===== config.mk =====
export PLATFORM = sky130hd
export DESIGN_NAME = serial_port
export DESIGN_NICKNAME = d
export VERILOG_FILES = /design/src/common/serial_port_pkg.sv /design/src/common/byte_stream_if.sv /design/src/hdl/serial_port.sv /design/src/hdl/byte_fifo.sv /design/src/hdl/bit_rate_select.sv
export SDC_FILE = /design/constraint.sdc
export NUM_CORES = 1
export LEC_CHECK = 0
export BUFFER_PORTS_ARGS = -buffer_cell sky130_fd_sc_hd__buf_4
export CAP_MARGIN = 20
export CORE_ASPECT_RATIO = 1.5
export CORE_MARGIN = 2
export CORE_UTILIZATION = 55
export CTS_CLUSTER_SIZE = 14
export DETAILED_ROUTE_END_ITERATION = 7
export PLACE_DENSITY = 0.72
export SYNTH_ARGS = -nofsm -noshare
export SYNTH_HDL_FRONTEND = slang
export SYNTH_SLANG_ARGS = --single-unit

===== constraint.sdc =====
create_clock -name ref_clk_in -period 4.04 [get_ports ref_clk_in]
set_clock_uncertainty 0.1 [all_clocks]
set_input_delay 0.808 -clock ref_clk_in [delete_from_list [all_inputs] [get_ports ref_clk_in]]
set_output_delay 0.808 -clock ref_clk_in [all_outputs]
set_load 0.05 [all_outputs]

===== src/common/serial_port_pkg.sv =====
// Constants, register map and state codes for the serial port block.
// Assumes one 10 MHz clock that is also the bit-clock source.
package serial_port_pkg;

  // ----------------------------------------------------------------
  // Register offsets
  // ----------------------------------------------------------------
  localparam logic [5:0] OFS_COMMAND  = 6'h29;  // serial_command
  localparam logic [5:0] OFS_STATUS   = 6'h2A;  // serial_command_status
  localparam logic [5:0] OFS_DATA     = 6'h2B;  // transmit / receive data
  localparam logic [5:0] OFS_PRESC_LO = 6'h2C;  // serial_prescaler_low
  localparam logic [5:0] OFS_PRESC_HI = 6'h2D;  // serial_prescaler_high
  localparam logic [5:0] OFS_BAUD_LO  = 6'h2E;  // baud_select_low
  localparam logic [5:0] OFS_BAUD_HI  = 6'h2F;  // baud_select_high

  // ----------------------------------------------------------------
  // Field positions
  // ----------------------------------------------------------------
  localparam int CMD_TX_IE     = 0;  // Transmit interrupt enable
  localparam int CMD_RX_IE     = 1;  // Receive interrupt enable
  localparam int CMD_PAR_EN    = 2;  // Parity check enable
  localparam int CMD_PAR_ODD   = 3;  // Odd parity when set
  localparam int CMD_AUTO_CAL  = 4;  // Calibrated standard rate
  localparam int STAT_RX_INT   = 0;  // Byte received
  localparam int STAT_TX_INT   = 1;  // Byte sent
  localparam int STAT_FRAME    = 2;  // Stop bit was low
  localparam int STAT_OVERRUN  = 3;  // Byte lost, buffer full
  localparam int STAT_PARITY   = 4;  // Parity mismatch
  localparam int STAT_RX_AVAIL = 5;  // Buffer holds data
  localparam int STAT_TX_BUSY  = 6;  // Transmitter active

  // ----------------------------------------------------------------
  // Reset values
  // ----------------------------------------------------------------
  localparam logic [7:0]  COMMAND_RESET = 8'h00;
  localparam logic [15:0] PRESC_RESET   = 16'h0056;
  localparam logic [15:0] BAUD_RESET    = 16'h0000;

  // ----------------------------------------------------------------
  // Timing
  // ----------------------------------------------------------------
  localparam int CLK_PERIOD_NS = 100;                      // Clock period
  localparam int CLK_HZ        = 1000000000 / CLK_PERIOD_NS;
  localparam int MAX_BPS       = 115200;                   // Fastest rate
  localparam int MIN_BPS       = 1200;                     // Slowest rate
  localparam int MIN_OSC_RATIO = 20;                       // Osc / bit rate
  localparam int NUM_RATES     = 10;                       // Table entries
  localparam int DATA_BITS     = 8;
  localparam int FIFO_DEPTH    = 8;

  // Standard rates selectable in calibrated mode
  function automatic int rate_of(input int idx);
    case (idx)
      0:       return 1200;
      1:       return 2400;
      2:       return 4800;
      3:       return 9600;
      4:       return 19200;
      5:       return 38400;
      6:       return 51200;
      7:       return 57600;
      8:       return 102400;
      default: return MAX_BPS;
    endcase
  endfunction : rate_of

  // ----------------------------------------------------------------
  // State codes
  // ----------------------------------------------------------------
  typedef enum logic [4:0] {
    TX_IDLE   = 5'b00001,
    TX_START  = 5'b00010,
    TX_DATA   = 5'b00100,
    TX_PARITY = 5'b01000,
    TX_STOP   = 5'b10000
  } tx_state_t;

  typedef enum logic [4:0] {
    RX_IDLE   = 5'b00001,
    RX_START  = 5'b00010,
    RX_DATA   = 5'b00100,
    RX_PARITY = 5'b01000,
    RX_STOP   = 5'b10000
  } rx_state_t;

endpackage : serial_port_pkg


===== src/common/byte_stream_if.sv =====
// Valid/ready byte stream between the receiver and its buffer.
// Assumes both ends run on the same clock.
`timescale 1ns/1ps
interface byte_stream_if #(
  parameter int WIDTH = 8
);
  logic             in_valid;   // Producer offers a word
  logic             in_ready;   // Buffer can take it
  logic [WIDTH-1:0] in_data;    // Word offered
  logic             out_valid;  // Buffer holds a word
  logic             out_ready;  // Consumer takes it
  logic [WIDTH-1:0] out_data;   // Oldest word

  modport buffer_side (input in_valid, in_data, out_ready, output in_ready, out_valid, out_data);
  modport user_side (output in_valid, in_data, out_ready, input in_ready, out_valid, out_data);
endinterface : byte_stream_if


===== src/hdl/serial_port.sv =====
// Asynchronous serial transmitter and receiver with its registers.
// Assumes a CPU register port on the shared clock and a far serial port.
`timescale 1ns/1ps
module serial_port #(
  parameter int OSC_HZ      = serial_port_pkg::CLK_HZ,
  parameter bit SERIAL_PINS = 1'b1,
  parameter int FIFO_DEPTH  = serial_port_pkg::FIFO_DEPTH
) (
  // Clock and reset
  input  wire logic       ref_clk_in,
  input  wire logic       rstn_in,
  // CPU register port
  input  wire logic [5:0] reg_addr_in,
  input  wire logic       reg_wr_in,
  input  wire logic       reg_rd_in,
  input  wire logic [7:0] reg_wdata_in,
  output logic      [7:0] reg_rdata_out,
  // Interrupt requests
  output logic            rx_irq_out,
  output logic            tx_irq_out,
  // Serial pins
  output logic            txd_out,
  input  wire logic       rxd_in,
  // General purpose use of the pins
  input  wire logic       port_bit_four_in,
  output logic            port_bit_five_out
);

  // ----------------------------------------------------------------
  // Declarations
  // ----------------------------------------------------------------
  localparam int DB = serial_port_pkg::DATA_BITS;
  logic [7:0]  command;              // Enables and modes
  logic [15:0] prescaler;            // Raw divider
  logic [15:0] baud_sel;             // Standard rate index
  logic [4:0]  flags;                // Sticky status bits
  logic [7:0]  next_command;
  logic [15:0] next_prescaler;
  logic [15:0] next_baud_sel;
  logic [4:0]  next_flags;
  logic [7:0]  next_rdata;
  logic        next_rx_irq;
  logic        next_tx_irq;
  logic [15:0] bit_cycles;           // Clocks per bit
  serial_port_pkg::tx_state_t tx_state;       // Transmit sequencer
  serial_port_pkg::tx_state_t next_tx_state;
  logic [15:0] tx_cnt;               // Bit timer
  logic [15:0] next_tx_cnt;
  logic [2:0]  tx_idx;               // Data bit index
  logic [2:0]  next_tx_idx;
  logic [7:0]  tx_shift;             // Byte being sent
  logic [7:0]  next_tx_shift;
  logic        tx_par;               // Running parity
  logic        next_tx_par;
  logic        tx_line;              // Line level
  logic        next_tx_line;
  logic        tx_done;              // Stop bit ended
  serial_port_pkg::rx_state_t rx_state;       // Receive sequencer
  serial_port_pkg::rx_state_t next_rx_state;
  logic [15:0] rx_cnt;
  logic [15:0] next_rx_cnt;
  logic [2:0]  rx_idx;
  logic [2:0]  next_rx_idx;
  logic [7:0]  rx_shift;
  logic [7:0]  next_rx_shift;
  logic        rx_par;
  logic        next_rx_par;
  logic        rx_line;              // Line seen by receiver
  logic        rx_done;              // Byte complete
  logic        rx_frame_err;
  logic        rx_par_err;
  logic        next_pin_five;
  logic        wr_data;              // Write to data register
  logic        rd_data;              // Read of data register
  logic        wr_status;            // Clear write to status

  byte_stream_if #(.WIDTH(DB)) rx_stream ();  // Receiver to buffer link

  // ----------------------------------------------------------------
  // Rate selection and receive buffer
  // ----------------------------------------------------------------
  bit_rate_select #(
    .OSC_HZ         (OSC_HZ)
  ) u_rate (
    .ref_clk_in     (ref_clk_in),
    .rstn_in        (rstn_in),
    .auto_cal_in    (command[serial_port_pkg::CMD_AUTO_CAL]),
    .baud_sel_in    (baud_sel),
    .prescaler_in   (prescaler),
    .bit_cycles_out (bit_cycles)
  );

  byte_fifo #(
    .WIDTH      (DB),
    .DEPTH      (FIFO_DEPTH)
  ) u_fifo (
    .ref_clk_in (ref_clk_in),
    .rstn_in    (rstn_in),
    .port       (rx_stream.buffer_side)
  );

  // Pin routing chosen at build time
  always_comb begin
    rx_line       = SERIAL_PINS ? rxd_in : 1'b1;
    next_pin_five = SERIAL_PINS ? 1'b0 : rxd_in;
    wr_data       = reg_wr_in && reg_addr_in == serial_port_pkg::OFS_DATA;
    rd_data       = reg_rd_in && reg_addr_in == serial_port_pkg::OFS_DATA;
    wr_status     = reg_wr_in && reg_addr_in == serial_port_pkg::OFS_STATUS;
  end

  // ----------------------------------------------------------------
  // Transmitter
  // ----------------------------------------------------------------
  // Next state of the transmit sequencer
  always_comb begin
    next_tx_state = tx_state;
    next_tx_cnt   = tx_cnt;
    next_tx_idx   = tx_idx;
    next_tx_shift = tx_shift;
    next_tx_par   = tx_par;
    next_tx_line  = tx_line;
    tx_done       = 1'b0;
    case (tx_state)
      serial_port_pkg::TX_IDLE: begin
        next_tx_line = 1'b1;
        if (wr_data) begin                         // Writes while busy are dropped
          next_tx_state = serial_port_pkg::TX_START;
          next_tx_shift = reg_wdata_in;
          next_tx_par   = command[serial_port_pkg::CMD_PAR_ODD];
          next_tx_cnt   = bit_cycles - 16'h0001;
          next_tx_line  = 1'b0;
        end
      end
      serial_port_pkg::TX_START, serial_port_pkg::TX_DATA, serial_port_pkg::TX_PARITY, serial_port_pkg::TX_STOP: begin
        if (tx_cnt != 16'h0000) begin
          next_tx_cnt = tx_cnt - 16'h0001;
        end else begin
          next_tx_cnt = bit_cycles - 16'h0001;
          case (tx_state)
            serial_port_pkg::TX_START: begin
              next_tx_state = serial_port_pkg::TX_DATA;
              next_tx_idx   = 3'h0;
              next_tx_line  = tx_shift[0];
            end
            serial_port_pkg::TX_DATA: begin
              next_tx_par   = tx_par ^ tx_shift[0];
              next_tx_shift = {1'b0, tx_shift[7:1]};
              next_tx_idx   = tx_idx + 3'h1;
              if (tx_idx != 3'(DB - 1)) begin
                next_tx_line = tx_shift[1];
              end else if (command[serial_port_pkg::CMD_PAR_EN]) begin
                next_tx_state = serial_port_pkg::TX_PARITY;
                next_tx_line  = tx_par ^ tx_shift[0];
              end else begin
                next_tx_state = serial_port_pkg::TX_STOP;
                next_tx_line  = 1'b1;
              end
            end
            serial_port_pkg::TX_PARITY: begin
              next_tx_state = serial_port_pkg::TX_STOP;
              next_tx_line  = 1'b1;
            end
            default: begin
              next_tx_state = serial_port_pkg::TX_IDLE;
              tx_done       = 1'b1;
            end
          endcase
        end
      end
      default: begin
        next_tx_state = serial_port_pkg::TX_IDLE;
        next_tx_line  = 1'b1;
      end
    endcase
  end

  // Transmit registers
  always_ff @(posedge ref_clk_in) begin
    if (!rstn_in) begin
      tx_state <= serial_port_pkg::TX_IDLE;
      tx_cnt   <= 16'h0000;
      tx_idx   <= 3'h0;
      tx_shift <= 8'h00;
      tx_par   <= 1'b0;
      tx_line  <= 1'b1;
    end else begin
      tx_state <= next_tx_state;
      tx_cnt   <= next_tx_cnt;
      tx_idx   <= next_tx_idx;
      tx_shift <= next_tx_shift;
      tx_par   <= next_tx_par;
      tx_line  <= next_tx_line;
    end
  end

  // ----------------------------------------------------------------
  // Receiver
  // ----------------------------------------------------------------
  // Next state of the receive sequencer, sampling mid-bit
  always_comb begin
    next_rx_state = rx_state;
    next_rx_cnt   = rx_cnt;
    next_rx_idx   = rx_idx;
    next_rx_shift = rx_shift;
    next_rx_par   = rx_par;
    rx_done       = 1'b0;
    rx_frame_err  = 1'b0;
    rx_par_err    = 1'b0;
    case (rx_state)
      serial_port_pkg::RX_IDLE: begin
        if (!rx_line) begin
          next_rx_state = serial_port_pkg::RX_START;
          next_rx_cnt   = {1'b0, bit_cycles[15:1]};
        end
      end
      serial_port_pkg::RX_START, serial_port_pkg::RX_DATA, serial_port_pkg::RX_PARITY, serial_port_pkg::RX_STOP: begin
        if (rx_cnt != 16'h0000) begin
          next_rx_cnt = rx_cnt - 16'h0001;
        end else begin
          next_rx_cnt = bit_cycles - 16'h0001;
          case (rx_state)
            serial_port_pkg::RX_START: begin
              next_rx_idx = 3'h0;
              next_rx_par = command[serial_port_pkg::CMD_PAR_ODD];
              next_rx_state = rx_line ? serial_port_pkg::RX_IDLE : serial_port_pkg::RX_DATA;  // Glitch rejected
            end
            serial_port_pkg::RX_DATA: begin
              next_rx_shift = {rx_line, rx_shift[7:1]};
              next_rx_par   = rx_par ^ rx_line;
              next_rx_idx   = rx_idx + 3'h1;
              if (rx_idx == 3'(DB - 1)) begin
                next_rx_state = command[serial_port_pkg::CMD_PAR_EN] ? serial_port_pkg::RX_PARITY
                                                                     : serial_port_pkg::RX_STOP;
              end
            end
            serial_port_pkg::RX_PARITY: begin
              next_rx_par   = rx_par ^ rx_line;
              next_rx_state = serial_port_pkg::RX_STOP;
            end
            default: begin
              next_rx_state = serial_port_pkg::RX_IDLE;
              rx_done       = 1'b1;
              rx_frame_err  = !rx_line;
              rx_par_err    = command[serial_port_pkg::CMD_PAR_EN] & rx_par;
            end
          endcase
        end
      end
      default: begin
        next_rx_state = serial_port_pkg::RX_IDLE;
      end
    endcase
  end
  // Completed byte offered to the buffer
  always_comb begin
    rx_stream.in_valid  = rx_done;
    rx_stream.in_data   = rx_shift;
    rx_stream.out_ready = rd_data;
  end
  // Receive registers
  always_ff @(posedge ref_clk_in) begin
    if (!rstn_in) begin
      rx_state <= serial_port_pkg::RX_IDLE;
      rx_cnt   <= 16'h0000;
      rx_idx   <= 3'h0;
      rx_shift <= 8'h00;
      rx_par   <= 1'b0;
    end else begin
      rx_state <= next_rx_state;
      rx_cnt   <= next_rx_cnt;
      rx_idx   <= next_rx_idx;
      rx_shift <= next_rx_shift;
      rx_par   <= next_rx_par;
    end
  end

  // ----------------------------------------------------------------
  // Registers
  // ----------------------------------------------------------------
  // Register writes, sticky flags and read data
  always_comb begin
    next_command   = command;
    next_prescaler = prescaler;
    next_baud_sel  = baud_sel;
    next_flags     = flags;
    next_rdata     = 8'h00;
    if (reg_wr_in) begin
      case (reg_addr_in)
        serial_port_pkg::OFS_COMMAND:  next_command          = reg_wdata_in;
        serial_port_pkg::OFS_PRESC_LO: next_prescaler[7:0]   = reg_wdata_in;
        serial_port_pkg::OFS_PRESC_HI: next_prescaler[15:8]  = reg_wdata_in;
        serial_port_pkg::OFS_BAUD_LO:  next_baud_sel[7:0]    = reg_wdata_in;
        serial_port_pkg::OFS_BAUD_HI:  next_baud_sel[15:8]   = reg_wdata_in;
        default: ;
      endcase
    end
    // Ones written to the status register clear flags
    if (wr_status) begin
      next_flags = flags & ~reg_wdata_in[4:0];
    end
    // Hardware events win over a clear in the same cycle
    next_flags[serial_port_pkg::STAT_RX_INT]   = next_flags[serial_port_pkg::STAT_RX_INT]
                                                 | (rx_done & rx_stream.in_ready);
    next_flags[serial_port_pkg::STAT_TX_INT]   = next_flags[serial_port_pkg::STAT_TX_INT] | tx_done;
    next_flags[serial_port_pkg::STAT_FRAME]    = next_flags[serial_port_pkg::STAT_FRAME]
                                                 | (rx_done & rx_frame_err);
    next_flags[serial_port_pkg::STAT_OVERRUN]  = next_flags[serial_port_pkg::STAT_OVERRUN]
                                                 | (rx_done & !rx_stream.in_ready);
    next_flags[serial_port_pkg::STAT_PARITY]   = next_flags[serial_port_pkg::STAT_PARITY]
                                                 | (rx_done & rx_par_err);
    if (reg_rd_in) begin
      case (reg_addr_in)
        serial_port_pkg::OFS_COMMAND:  next_rdata = command;
        serial_port_pkg::OFS_STATUS:   next_rdata = {1'b0, tx_state != serial_port_pkg::TX_IDLE,
                                                     rx_stream.out_valid, flags};
        serial_port_pkg::OFS_DATA:     next_rdata = rx_stream.out_data;
        serial_port_pkg::OFS_PRESC_LO: next_rdata = prescaler[7:0];
        serial_port_pkg::OFS_PRESC_HI: next_rdata = prescaler[15:8];
        serial_port_pkg::OFS_BAUD_LO:  next_rdata = baud_sel[7:0];
        serial_port_pkg::OFS_BAUD_HI:  next_rdata = baud_sel[15:8];
        default:                       next_rdata = 8'h00;
      endcase
    end
    // Requests follow flag and enable
    next_rx_irq = next_flags[serial_port_pkg::STAT_RX_INT] & next_command[serial_port_pkg::CMD_RX_IE];
    next_tx_irq = next_flags[serial_port_pkg::STAT_TX_INT] & next_command[serial_port_pkg::CMD_TX_IE];
  end

  // Register state and output flops
  always_ff @(posedge ref_clk_in) begin
    if (!rstn_in) begin
      command           <= serial_port_pkg::COMMAND_RESET;
      prescaler         <= serial_port_pkg::PRESC_RESET;
      baud_sel          <= serial_port_pkg::BAUD_RESET;
      flags             <= 5'h00;
      reg_rdata_out     <= 8'h00;
      rx_irq_out        <= 1'b0;
      tx_irq_out        <= 1'b0;
      txd_out           <= 1'b1;
      port_bit_five_out <= 1'b0;
    end else begin
      command           <= next_command;
      prescaler         <= next_prescaler;
      baud_sel          <= next_baud_sel;
      flags             <= next_flags;
      reg_rdata_out     <= next_rdata;
      rx_irq_out        <= next_rx_irq;
      tx_irq_out        <= next_tx_irq;
      txd_out           <= SERIAL_PINS ? tx_line : port_bit_four_in;
      port_bit_five_out <= next_pin_five;
    end
  end

endmodule : serial_port


===== src/hdl/byte_fifo.sv =====
// Small first-in first-out buffer for received bytes.
// Assumes a synchronous active-low reset on the shared clock.
`timescale 1ns/1ps
module byte_fifo #(
  parameter int WIDTH = 8,
  parameter int DEPTH = 8
) (
  // Clock and reset
  input  wire logic ref_clk_in,
  input  wire logic rstn_in,
  // Stream
  byte_stream_if.buffer_side port
);

  localparam int AW = $clog2(DEPTH);

  // Refuse shapes the pointers cannot serve
  if (DEPTH < 2 || (1 << AW) != DEPTH) begin : g_check
    $error("byte_fifo depth must be a power of two of at least 2");
  end

  logic [WIDTH-1:0] mem [DEPTH];   // Storage
  logic [AW:0]      wr_ptr;        // Write pointer with wrap bit
  logic [AW:0]      rd_ptr;        // Read pointer with wrap bit
  logic [AW:0]      next_wr_ptr;
  logic [AW:0]      next_rd_ptr;
  logic             push;
  logic             pop;

  // Full and empty from the wrap bits
  always_comb begin
    port.in_ready  = (wr_ptr ^ rd_ptr) != {1'b1, {AW{1'b0}}};
    port.out_valid = wr_ptr != rd_ptr;
    port.out_data  = mem[rd_ptr[AW-1:0]];
    push           = port.in_valid & port.in_ready;
    pop            = port.out_valid & port.out_ready;
    next_wr_ptr    = wr_ptr + (AW+1)'(push);
    next_rd_ptr    = rd_ptr + (AW+1)'(pop);
  end

  // Pointers and storage
  always_ff @(posedge ref_clk_in) begin
    if (!rstn_in) begin
      wr_ptr <= '0;
      rd_ptr <= '0;
    end else begin
      wr_ptr <= next_wr_ptr;
      rd_ptr <= next_rd_ptr;
    end
    if (push) begin
      mem[wr_ptr[AW-1:0]] <= port.in_data;
    end
  end

endmodule : byte_fifo


===== src/hdl/bit_rate_select.sv =====
// Chooses the clocks-per-bit figure for the serial port.
// Assumes the block clock is the oscillator the rates derive from.
`timescale 1ns/1ps
module bit_rate_select #(
  parameter int OSC_HZ = serial_port_pkg::CLK_HZ
) (
  // Clock and reset
  input  wire logic        ref_clk_in,
  input  wire logic        rstn_in,
  // Settings
  input  wire logic        auto_cal_in,
  input  wire logic [15:0] baud_sel_in,
  input  wire logic [15:0] prescaler_in,
  // Result
  output logic      [15:0] bit_cycles_out
);

  // Oscillator must run twenty times the fastest rate
  if (OSC_HZ < serial_port_pkg::MAX_BPS * serial_port_pkg::MIN_OSC_RATIO
      || OSC_HZ / serial_port_pkg::MIN_BPS > 65535) begin : g_check
    $error("bit_rate_select oscillator rate out of range");
  end

  logic [15:0] table_cycles [serial_port_pkg::NUM_RATES];  // Cycles per standard rate
  logic [15:0] next_bit_cycles;

  // Calibrated figures fixed from the known oscillator rate
  for (genvar i = 0; i < serial_port_pkg::NUM_RATES; i++) begin : g_rate
    assign table_cycles[i] = 16'((OSC_HZ + serial_port_pkg::rate_of(i) / 2) / serial_port_pkg::rate_of(i));
  end

  // Pick calibrated table or raw divider
  always_comb begin
    if (auto_cal_in) begin
      if (baud_sel_in < 16'(serial_port_pkg::NUM_RATES)) begin
        next_bit_cycles = table_cycles[baud_sel_in[3:0]];
      end else begin
        next_bit_cycles = table_cycles[serial_port_pkg::NUM_RATES-1];
      end
    end else if (prescaler_in == 16'h0000) begin
      next_bit_cycles = 16'h0001;
    end else begin
      next_bit_cycles = prescaler_in;
    end
  end

  // Registered result
  always_ff @(posedge ref_clk_in) begin
    if (!rstn_in) begin
      bit_cycles_out <= serial_port_pkg::PRESC_RESET;
    end else begin
      bit_cycles_out <= next_bit_cycles;
    end
  end

endmodule : bit_rate_select


==> metrics.txt, run 1 <==
status=completed; HPWL Detailed=17580 um; reg2reg path depth=8; fillers=1459; layout cells sized above 1=0.1431; routed wire length=25200 um; antenna violations before repair=0; Post-synth ARST share=0; Crit-path slowest cell=or4b_1; Final min period=3.101 ns; die width=113.9 um; placed cells=1212; Critical Path, Cell by Cell=inv_1 -> ha_1 -> or4b_1 -> or4_4 -> or3_1 -> nor2_4 -> nand2_1 -> a21oi_1; hold depth=1; fin. max-slew vios=0; Post-CTS Resized=0; Register Area=4865 um^2; Ys Warns=0; Reg clk slew, reported paths=0.06 ns; I/O Buffers=29; Buf/Inv on CP=1; CP peak stage delay=0.61 ns; pin count of the biggest net entering global routing=40; final period utilization=0.7676; Finish-stage setup viols=0; remaining antenna violation count=0; I/O pins=32; total negative setup slack=0 ns; die height=168.9 um; GRT Util Overall=0.2649; Post-CTS Setup Bufs=0; CTS Sinks=211; commonest non-fill, non-tap cell in the layout=dfxtp_1; Worst Path Max Fanout=11; core area=17870 um^2; DRC errors left=0; multi-input logic area=4822 um^2; RSZ-0062 raised after global routing=no; die area=19240 um^2; CP startpoint kind=flop; WP depth=8; clock latency on the worst-skew pair=0.50 ns; predominant post-synthesis flop cell=dfxtp_1; RePlAce Congestion=0.9359; vias=7889; most frequent cells in the layout=dfxtp_1 (147), nand2_1 (134), nor2_1 (101); clock buffer depth=3; Worst slew margin=0.3345; number of global-route vias before repair=7765; Setup Crit Path Kind=reg -> reg; Cells after Synth=999; nets=1055; H-tree Lvls=1; PD cells=435.4 nW/um^2; Mapped Area=9970 um^2; num rows=60; final hold violation count=0; Post-synth EDFFs=64; Initial Utilization=0.5580; MaxCap Viol Count=0; TritonCTS Buffers=22; CTS tree=yes; Final Total Pwr=0.004914 W; WP data arrival=3.42 ns; Non-Filler Instances=1251; worst slew pin tran=0.9939 ns; Avg Inst Size Synth=9.980 um^2; Critical Path RT=4.36 ns; routed vias/inst=6.306; wire per inst=20.14 um; Peak Freq=0.3225 GHz; clock root cell=clkbuf_16; post-synth net total=1035; Crit. End Element=flop; initial DRC count=743; Post-CTS Hold Fix Bufs=0; Pre-antenna DRT Iters=7; synth unique cells=75; global-route wire length before repair=40400 um; fin util=0.6317; FF+latch count, synth=211; Seq/Total Area, Yosys=0.4880; total gr overflow=0; worst hold path type=reg -> reg; VDD IR-drop max=0.0003996 V; Top delay family on crit path=simple AND/OR/NAND/NOR gates; antenna fix cells=0; flop2flop setup slack=0.94 ns; LEAKAGE=4.319 nW; Area Overhead vs Synth=13.20%
==> where the power goes <==
part,total (W),switching (W),internal [W]
Combinational,0.000330,0.000204,0.000126
Sequential,0.00221,0.0000229,0.00218
Clock,0.00238,0.000840,0.00154
Total,0.00491,0.00107,0.00385
==> final timing paths <==
kind | start | to
setup / recovery | rx_cnt[0]$_SDFFE_PN0P_ | rx_shift[2]$_SDFFE_PN0P_
setup reg to reg | rx_cnt[0]$_SDFFE_PN0P_ | rx_shift[2]$_SDFFE_PN0P_
hold reg to reg | tx_line$_SDFFE_PN1P_ | txd_out$_SDFF_PN1_
hold / removal | tx_line$_SDFFE_PN1P_ | txd_out$_SDFF_PN1_
==> synth_stat cells (all sizes together), types with 5 or more instances <==
| cell type | number | area share |
|---|---|---|
| mux2 | 12 | 0.014 |
| xor2 | 16 | 0.014 |
| mux2i | 48 | 0.048 |
| o22ai | 9 | 0.0063 |
| inv | 11 | 0.0041 |
| o21a | 5 | 0.0038 |
| a211oi | 7 | 0.0053 |
| or2 | 5 | 0.0031 |
| a31oi | 11 | 0.0069 |
| a222oi | 5 | 0.0050 |
| mux4 | 24 | 0.054 |
| nand2 | 134 | 0.050 |
| nor3 | 29 | 0.016 |
| dfxtp | 147 | 0.30 |
| nand3 | 26 | 0.013 |
| buf | 10 | 0.0061 |
| a22oi | 8 | 0.0060 |
| nand4 | 5 | 0.0031 |
| ha | 16 | 0.020 |
| nor2b | 5 | 0.0031 |
| or4 | 7 | 0.0056 |
| nand2b | 16 | 0.010 |
| a311oi | 14 | 0.012 |
| nor2 | 102 | 0.039 |
| and2 | 9 | 0.0056 |
| edfxtp | 64 | 0.19 |
| or3 | 14 | 0.0088 |
| a21oi | 56 | 0.028 |
| nor4 | 20 | 0.013 |
| xnor2 | 15 | 0.013 |
| clkbuf | 50 | 0.019 |
| o21ai | 25 | 0.013 |
| and3 | 7 | 0.0044 |
| a32o | 7 | 0.0070 |
==> cell families (layout without fill, tap and decap cells) <==
logic type,count (synthesis),after routing,synth area share
XOR/XNOR,31,31,0.02723
AND/OR/NAND/NOR,398,398,0.1920
flip-flops,211,211,0.4880
AO/OA/AOI/OAI,186,186,0.1265
other,1,1,0.0003761
buffers and inverters,72,107,0.02949
adder cells (fa/ha/maj),16,16,0.02008
multiplexers,84,84,0.1163
==> final cells by class <==
cell class / instances / share of cell area
Sequential cell: 211 / 0.4310
Inverter: 12 / 0.003991
Clock inverter: 12 / 0.02140
Clock buffer: 27 / 0.05499
Timing Repair Buffer: 56 / 0.03725
Tap cell: 217 / 0.02406
Multi-Input combinational cell: 716 / 0.4273
==> state kept, by name (all words and copies together) (netlist names) <==
name / count
tx_line: 1
u_rate.bit_cycles_out: 16
tx_shift: 8
command: 8
tx_par: 1
rx_cnt: 16
tx_idx: 3
txd_out: 1
tx_state: 5
tx_cnt: 16
rx_par: 1
rx_state: 5
u_fifo.mem: 64
u_fifo.wr_ptr: 4
rx_idx: 3
prescaler: 16
tx_irq_out: 1
u_fifo.rd_ptr: 4
rx_shift: 8
flags: 5
reg_rdata_out: 8
baud_sel: 16
rx_irq_out: 1
==> metal layers <==
metal  GRT usage  vias up  part of all wire
met3     0.04046       87             0.064
met4      0.1209        0             0.046
met1      0.3223     3770              0.39
li1            -     3723                 -
met2      0.4601      309              0.50
met5           0        -                 0
==> stage by stage <==
stage | hold WS [ns] | setup slack (ns) | area, um^2
after floorplan | 0.3098 | 0.8610 | 9970
after global placement | 0.3250 | 0.9738 | 10420
after detailed placement | 0.3292 | 0.9633 | 10420
after CTS | 0.3477 | 0.9131 | 11290
after global routing | 0.3764 | 0.7488 | 11290
final | 0.3423 | 0.9391 | 11290
Power figures use the tool's default switching activity.
==> inputs of run 2 (changes only) <==
--- a/config.mk
+++ b/config.mk
@@ -12,7 +12,7 @@
 export CORE_UTILIZATION = 55
 export CTS_CLUSTER_SIZE = 14
 export DETAILED_ROUTE_END_ITERATION = 7
-export PLACE_DENSITY = 0.72
+export PLACE_DENSITY = 0.75
 export SYNTH_ARGS = -nofsm -noshare
 export SYNTH_HDL_FRONTEND = slang
 export SYNTH_SLANG_ARGS = --single-unit
==> constraint.sdc (replaced) <==
create_clock -name ref_clk_in -period 2.5 [get_ports ref_clk_in]
set_clock_uncertainty 0.1 [all_clocks]
set_input_delay 0.5 -clock ref_clk_in [delete_from_list [all_inputs] [get_ports ref_clk_in]]
set_output_delay 0.5 -clock ref_clk_in [all_outputs]
set_load 0.05 [all_outputs]
==> metrics.txt, run 2 (synthesis results as in run 1) <==
status=finished, violations left (was completed); failing checks=negative setup slack; Pre-antenna DRT Iters=6 (was 7); remaining antenna violation count=0 (unchanged); CP startpoint kind=flop (unchanged); commonest non-fill, non-tap cell in the layout=dfxtp_1 (unchanged); nets=1130 (was 1055); VDD IR-drop max=0.0006487 V (was 0.0003996 V); H-tree Lvls=1 (unchanged); fillers=1322 (was 1459); Worst slew margin=0.5929 (was 0.3345); I/O Buffers=29 (unchanged); Reg clk slew, reported paths=0.06 ns (about the same); Non-Filler Instances=1326 (was 1251); PD cells=618.6 nW/um^2 (was 435.4 nW/um^2); global-route wire length before repair=42920 um (was 40400 um); RePlAce Congestion=0.9595 (was 0.9359); HPWL Detailed=19030 um (was 17580 um); Area Overhead vs Synth=22.88% (was 13.20%); clock power share=0.417 (was 0.484); Critical path origin=rx_cnt[0]$_SDFFE_PN0P_ (unchanged); clock latency on the worst-skew pair=0.51 ns (was 0.50 ns); Worst Path Max Fanout=4 (was 11); Final Total Pwr=0.007578 W (was 0.004914 W); total gr overflow=0 (unchanged); antenna violations before repair=0 (unchanged); final period utilization=1.053 (was 0.7676); worst slew pin tran=0.6106 ns (was 0.9939 ns); initial DRC count=712 (was 743); die width=113.9 um (unchanged); internal power=0.005760 W (was 0.003847 W); placed cells=1271 (was 1212); sequential power share=0.469 (was 0.449); worst hold path type=in -> reg (was reg -> reg); wire per inst=20.83 um (was 20.14 um); DRC errors left=0 (unchanged); most frequent cells in the layout=dfxtp_1 (145), nand2_1 (120), buf_4 (112) (was dfxtp_1 (147), nand2_1 (134), nor2_1 (101)); LEAKAGE=4.711 nW (was 4.319 nW); die height=168.9 um (unchanged); Peak Freq=0.3799 GHz (was 0.3225 GHz); Largest register FFs=64 (unchanged); routed wire length=27620 um (was 25200 um); RSZ-0062 raised after global routing=yes (was no); fin util=0.6856 (was 0.6317); final hold violation count=0 (unchanged); hold path startpoint=rstn_in (was tx_line$_SDFFE_PN1P_); reg2reg path depth=12 (was 8); die area=19240 um^2 (unchanged); Post-CTS Hold Fix Bufs=0 (unchanged); core area=17870 um^2 (unchanged); Sw Share=0.2399 (was 0.2171); Finish-stage setup viols=85 (was 0); TritonCTS Buffers=21 (was 22); MaxCap Viol Count=0 (unchanged); clock root cell=clkbuf_16 (unchanged); CTS tree=yes (unchanged); Reg2Reg Launch Point=rx_cnt[0]$_SDFFE_PN0P_ (unchanged); vias=8285 (was 7889); antenna fix cells=0 (unchanged); GRT Util Overall=0.2837 (was 0.2649); number of global-route vias before repair=8272 (was 7765); pin count of the biggest net entering global routing=38 (was 40); clock buffer depth=3 (unchanged); Crit. End Element=flop (unchanged); NetSw=0.001818 W (was 0.001067 W); hold depth=2 (was 1); Combinational Power Share=0.114 (was 0.067); WP data arrival=2.91 ns (was 3.42 ns); Setup Crit Path Kind=reg -> reg (unchanged); Critical Path RT=2.78 ns (was 4.36 ns); routed vias/inst=6.248 (was 6.306); Setup WS post-layout=-0.1325 ns (was 0.9391 ns); num rows=60 (unchanged); fin. max-slew vios=0 (unchanged); layout cells sized above 1=0.2561 (was 0.1431); Final min period=2.632 ns (was 3.101 ns); Initial Utilization=0.5580 (unchanged); I/O pins=32 (unchanged); CTS Sinks=211 (unchanged)
[run 2: cell count changes in the layout (fill, tap and decap cells not counted), sizes merged]
| cell | change |
|---|---|
| bufinv | -5 |
| nor2 | +1 |
| inv | +1 |
| clkbuf | +1 |
| clkinvlp | +1 |
| buf | +75 |
| clkinv | +1 |
[run 2: final timing paths]
| check | end | slack (ns) |
|---|---|---|
| max | rx_idx[1]$_SDFFE_PN0P_ | -0.13 |
| min | prescaler[2]$_SDFFE_PN1P_ | 0.20 |
| max reg2reg | rx_idx[1]$_SDFFE_PN0P_ | -0.13 |
| min reg2reg | txd_out$_SDFF_PN1_ | 0.35 |
[run 2: power by group through the flow]
stage / Sequential [W] / Clock [W] / Combinational (W)
5_1_grt: 0.00355 / 0.00333 / 0.000915
3_3_place_gp: 0.00363 / 0 / 0.000650
3_5_place_dp: 0.00363 / 0 / 0.000662
6_report: 0.00355 / 0.00316 / 0.000862
2_1_floorplan: 0.00363 / 0 / 0.000436
4_1_cts: 0.00355 / 0.00319 / 0.000733
[run 2: area by class of cell]
cell class | instances | area, um^2 | area share
clock buffers | 28 | 571.8 | 0.04668
clock inverters | 10 | 110.1 | 0.008988
inverters | 12 | 45.04 | 0.003677
multi-input cells | 717 | 5269 | 0.4301
flip-flops and latches | 211 | 4867 | 0.3973
well taps | 217 | 271.5 | 0.02216
repair buffers | 131 | 1116 | 0.09110
[run 2: through the flow]
stage | setup slack, ns | instance area [um^2] | TNS, ns | hold WS, ns
after floorplan | -0.2156 | 10120 | -6.064 | 0.3098
after global placement | -0.1232 | 11080 | -5.515 | 0.3241
after detailed placement | -0.1846 | 11080 | -7.527 | 0.3265
after CTS | -0.1351 | 11960 | -5.879 | 0.1838
after global routing | -0.2162 | 12250 | -13.99 | 0.1860
final | -0.1325 | 12250 | -5.429 | 0.1953
[run 2: repair_timing]
| item | CTS | global route |
|---|---|---|
| cloned | 1 | 0 |
| setup buffers | 8 | 7 |
| endpoints found under the setup margin | 92 | 96 |
| pin swaps | 15 | 35 |
| resized for setup | 25 | 52 |
[run 2: critical path: stages, from the launching register on]
cell and delay [ns]:
dfxtp_2 0.32, inv_2 0.07, ha_4 0.13, or4b_4 0.45
or4_4 0.45, buf_6 0.15, nor3_4 0.15, buf_6 0.14
buf_6 0.12, buf_6 0.12, nand2_4 0.06, a22oi_2 0.16
nor2_1 0.07
[run 2: metal layers]
layer,share of wire,global-route usage,wire (um),vias to the layer above
met5,0,0,0,-
met4,0.055,0.1548,1511,0
met1,0.38,0.3311,10490,3991
li1,-,-,-,3875
met2,0.51,0.4961,14150,320
met3,0.053,0.04261,1468,99
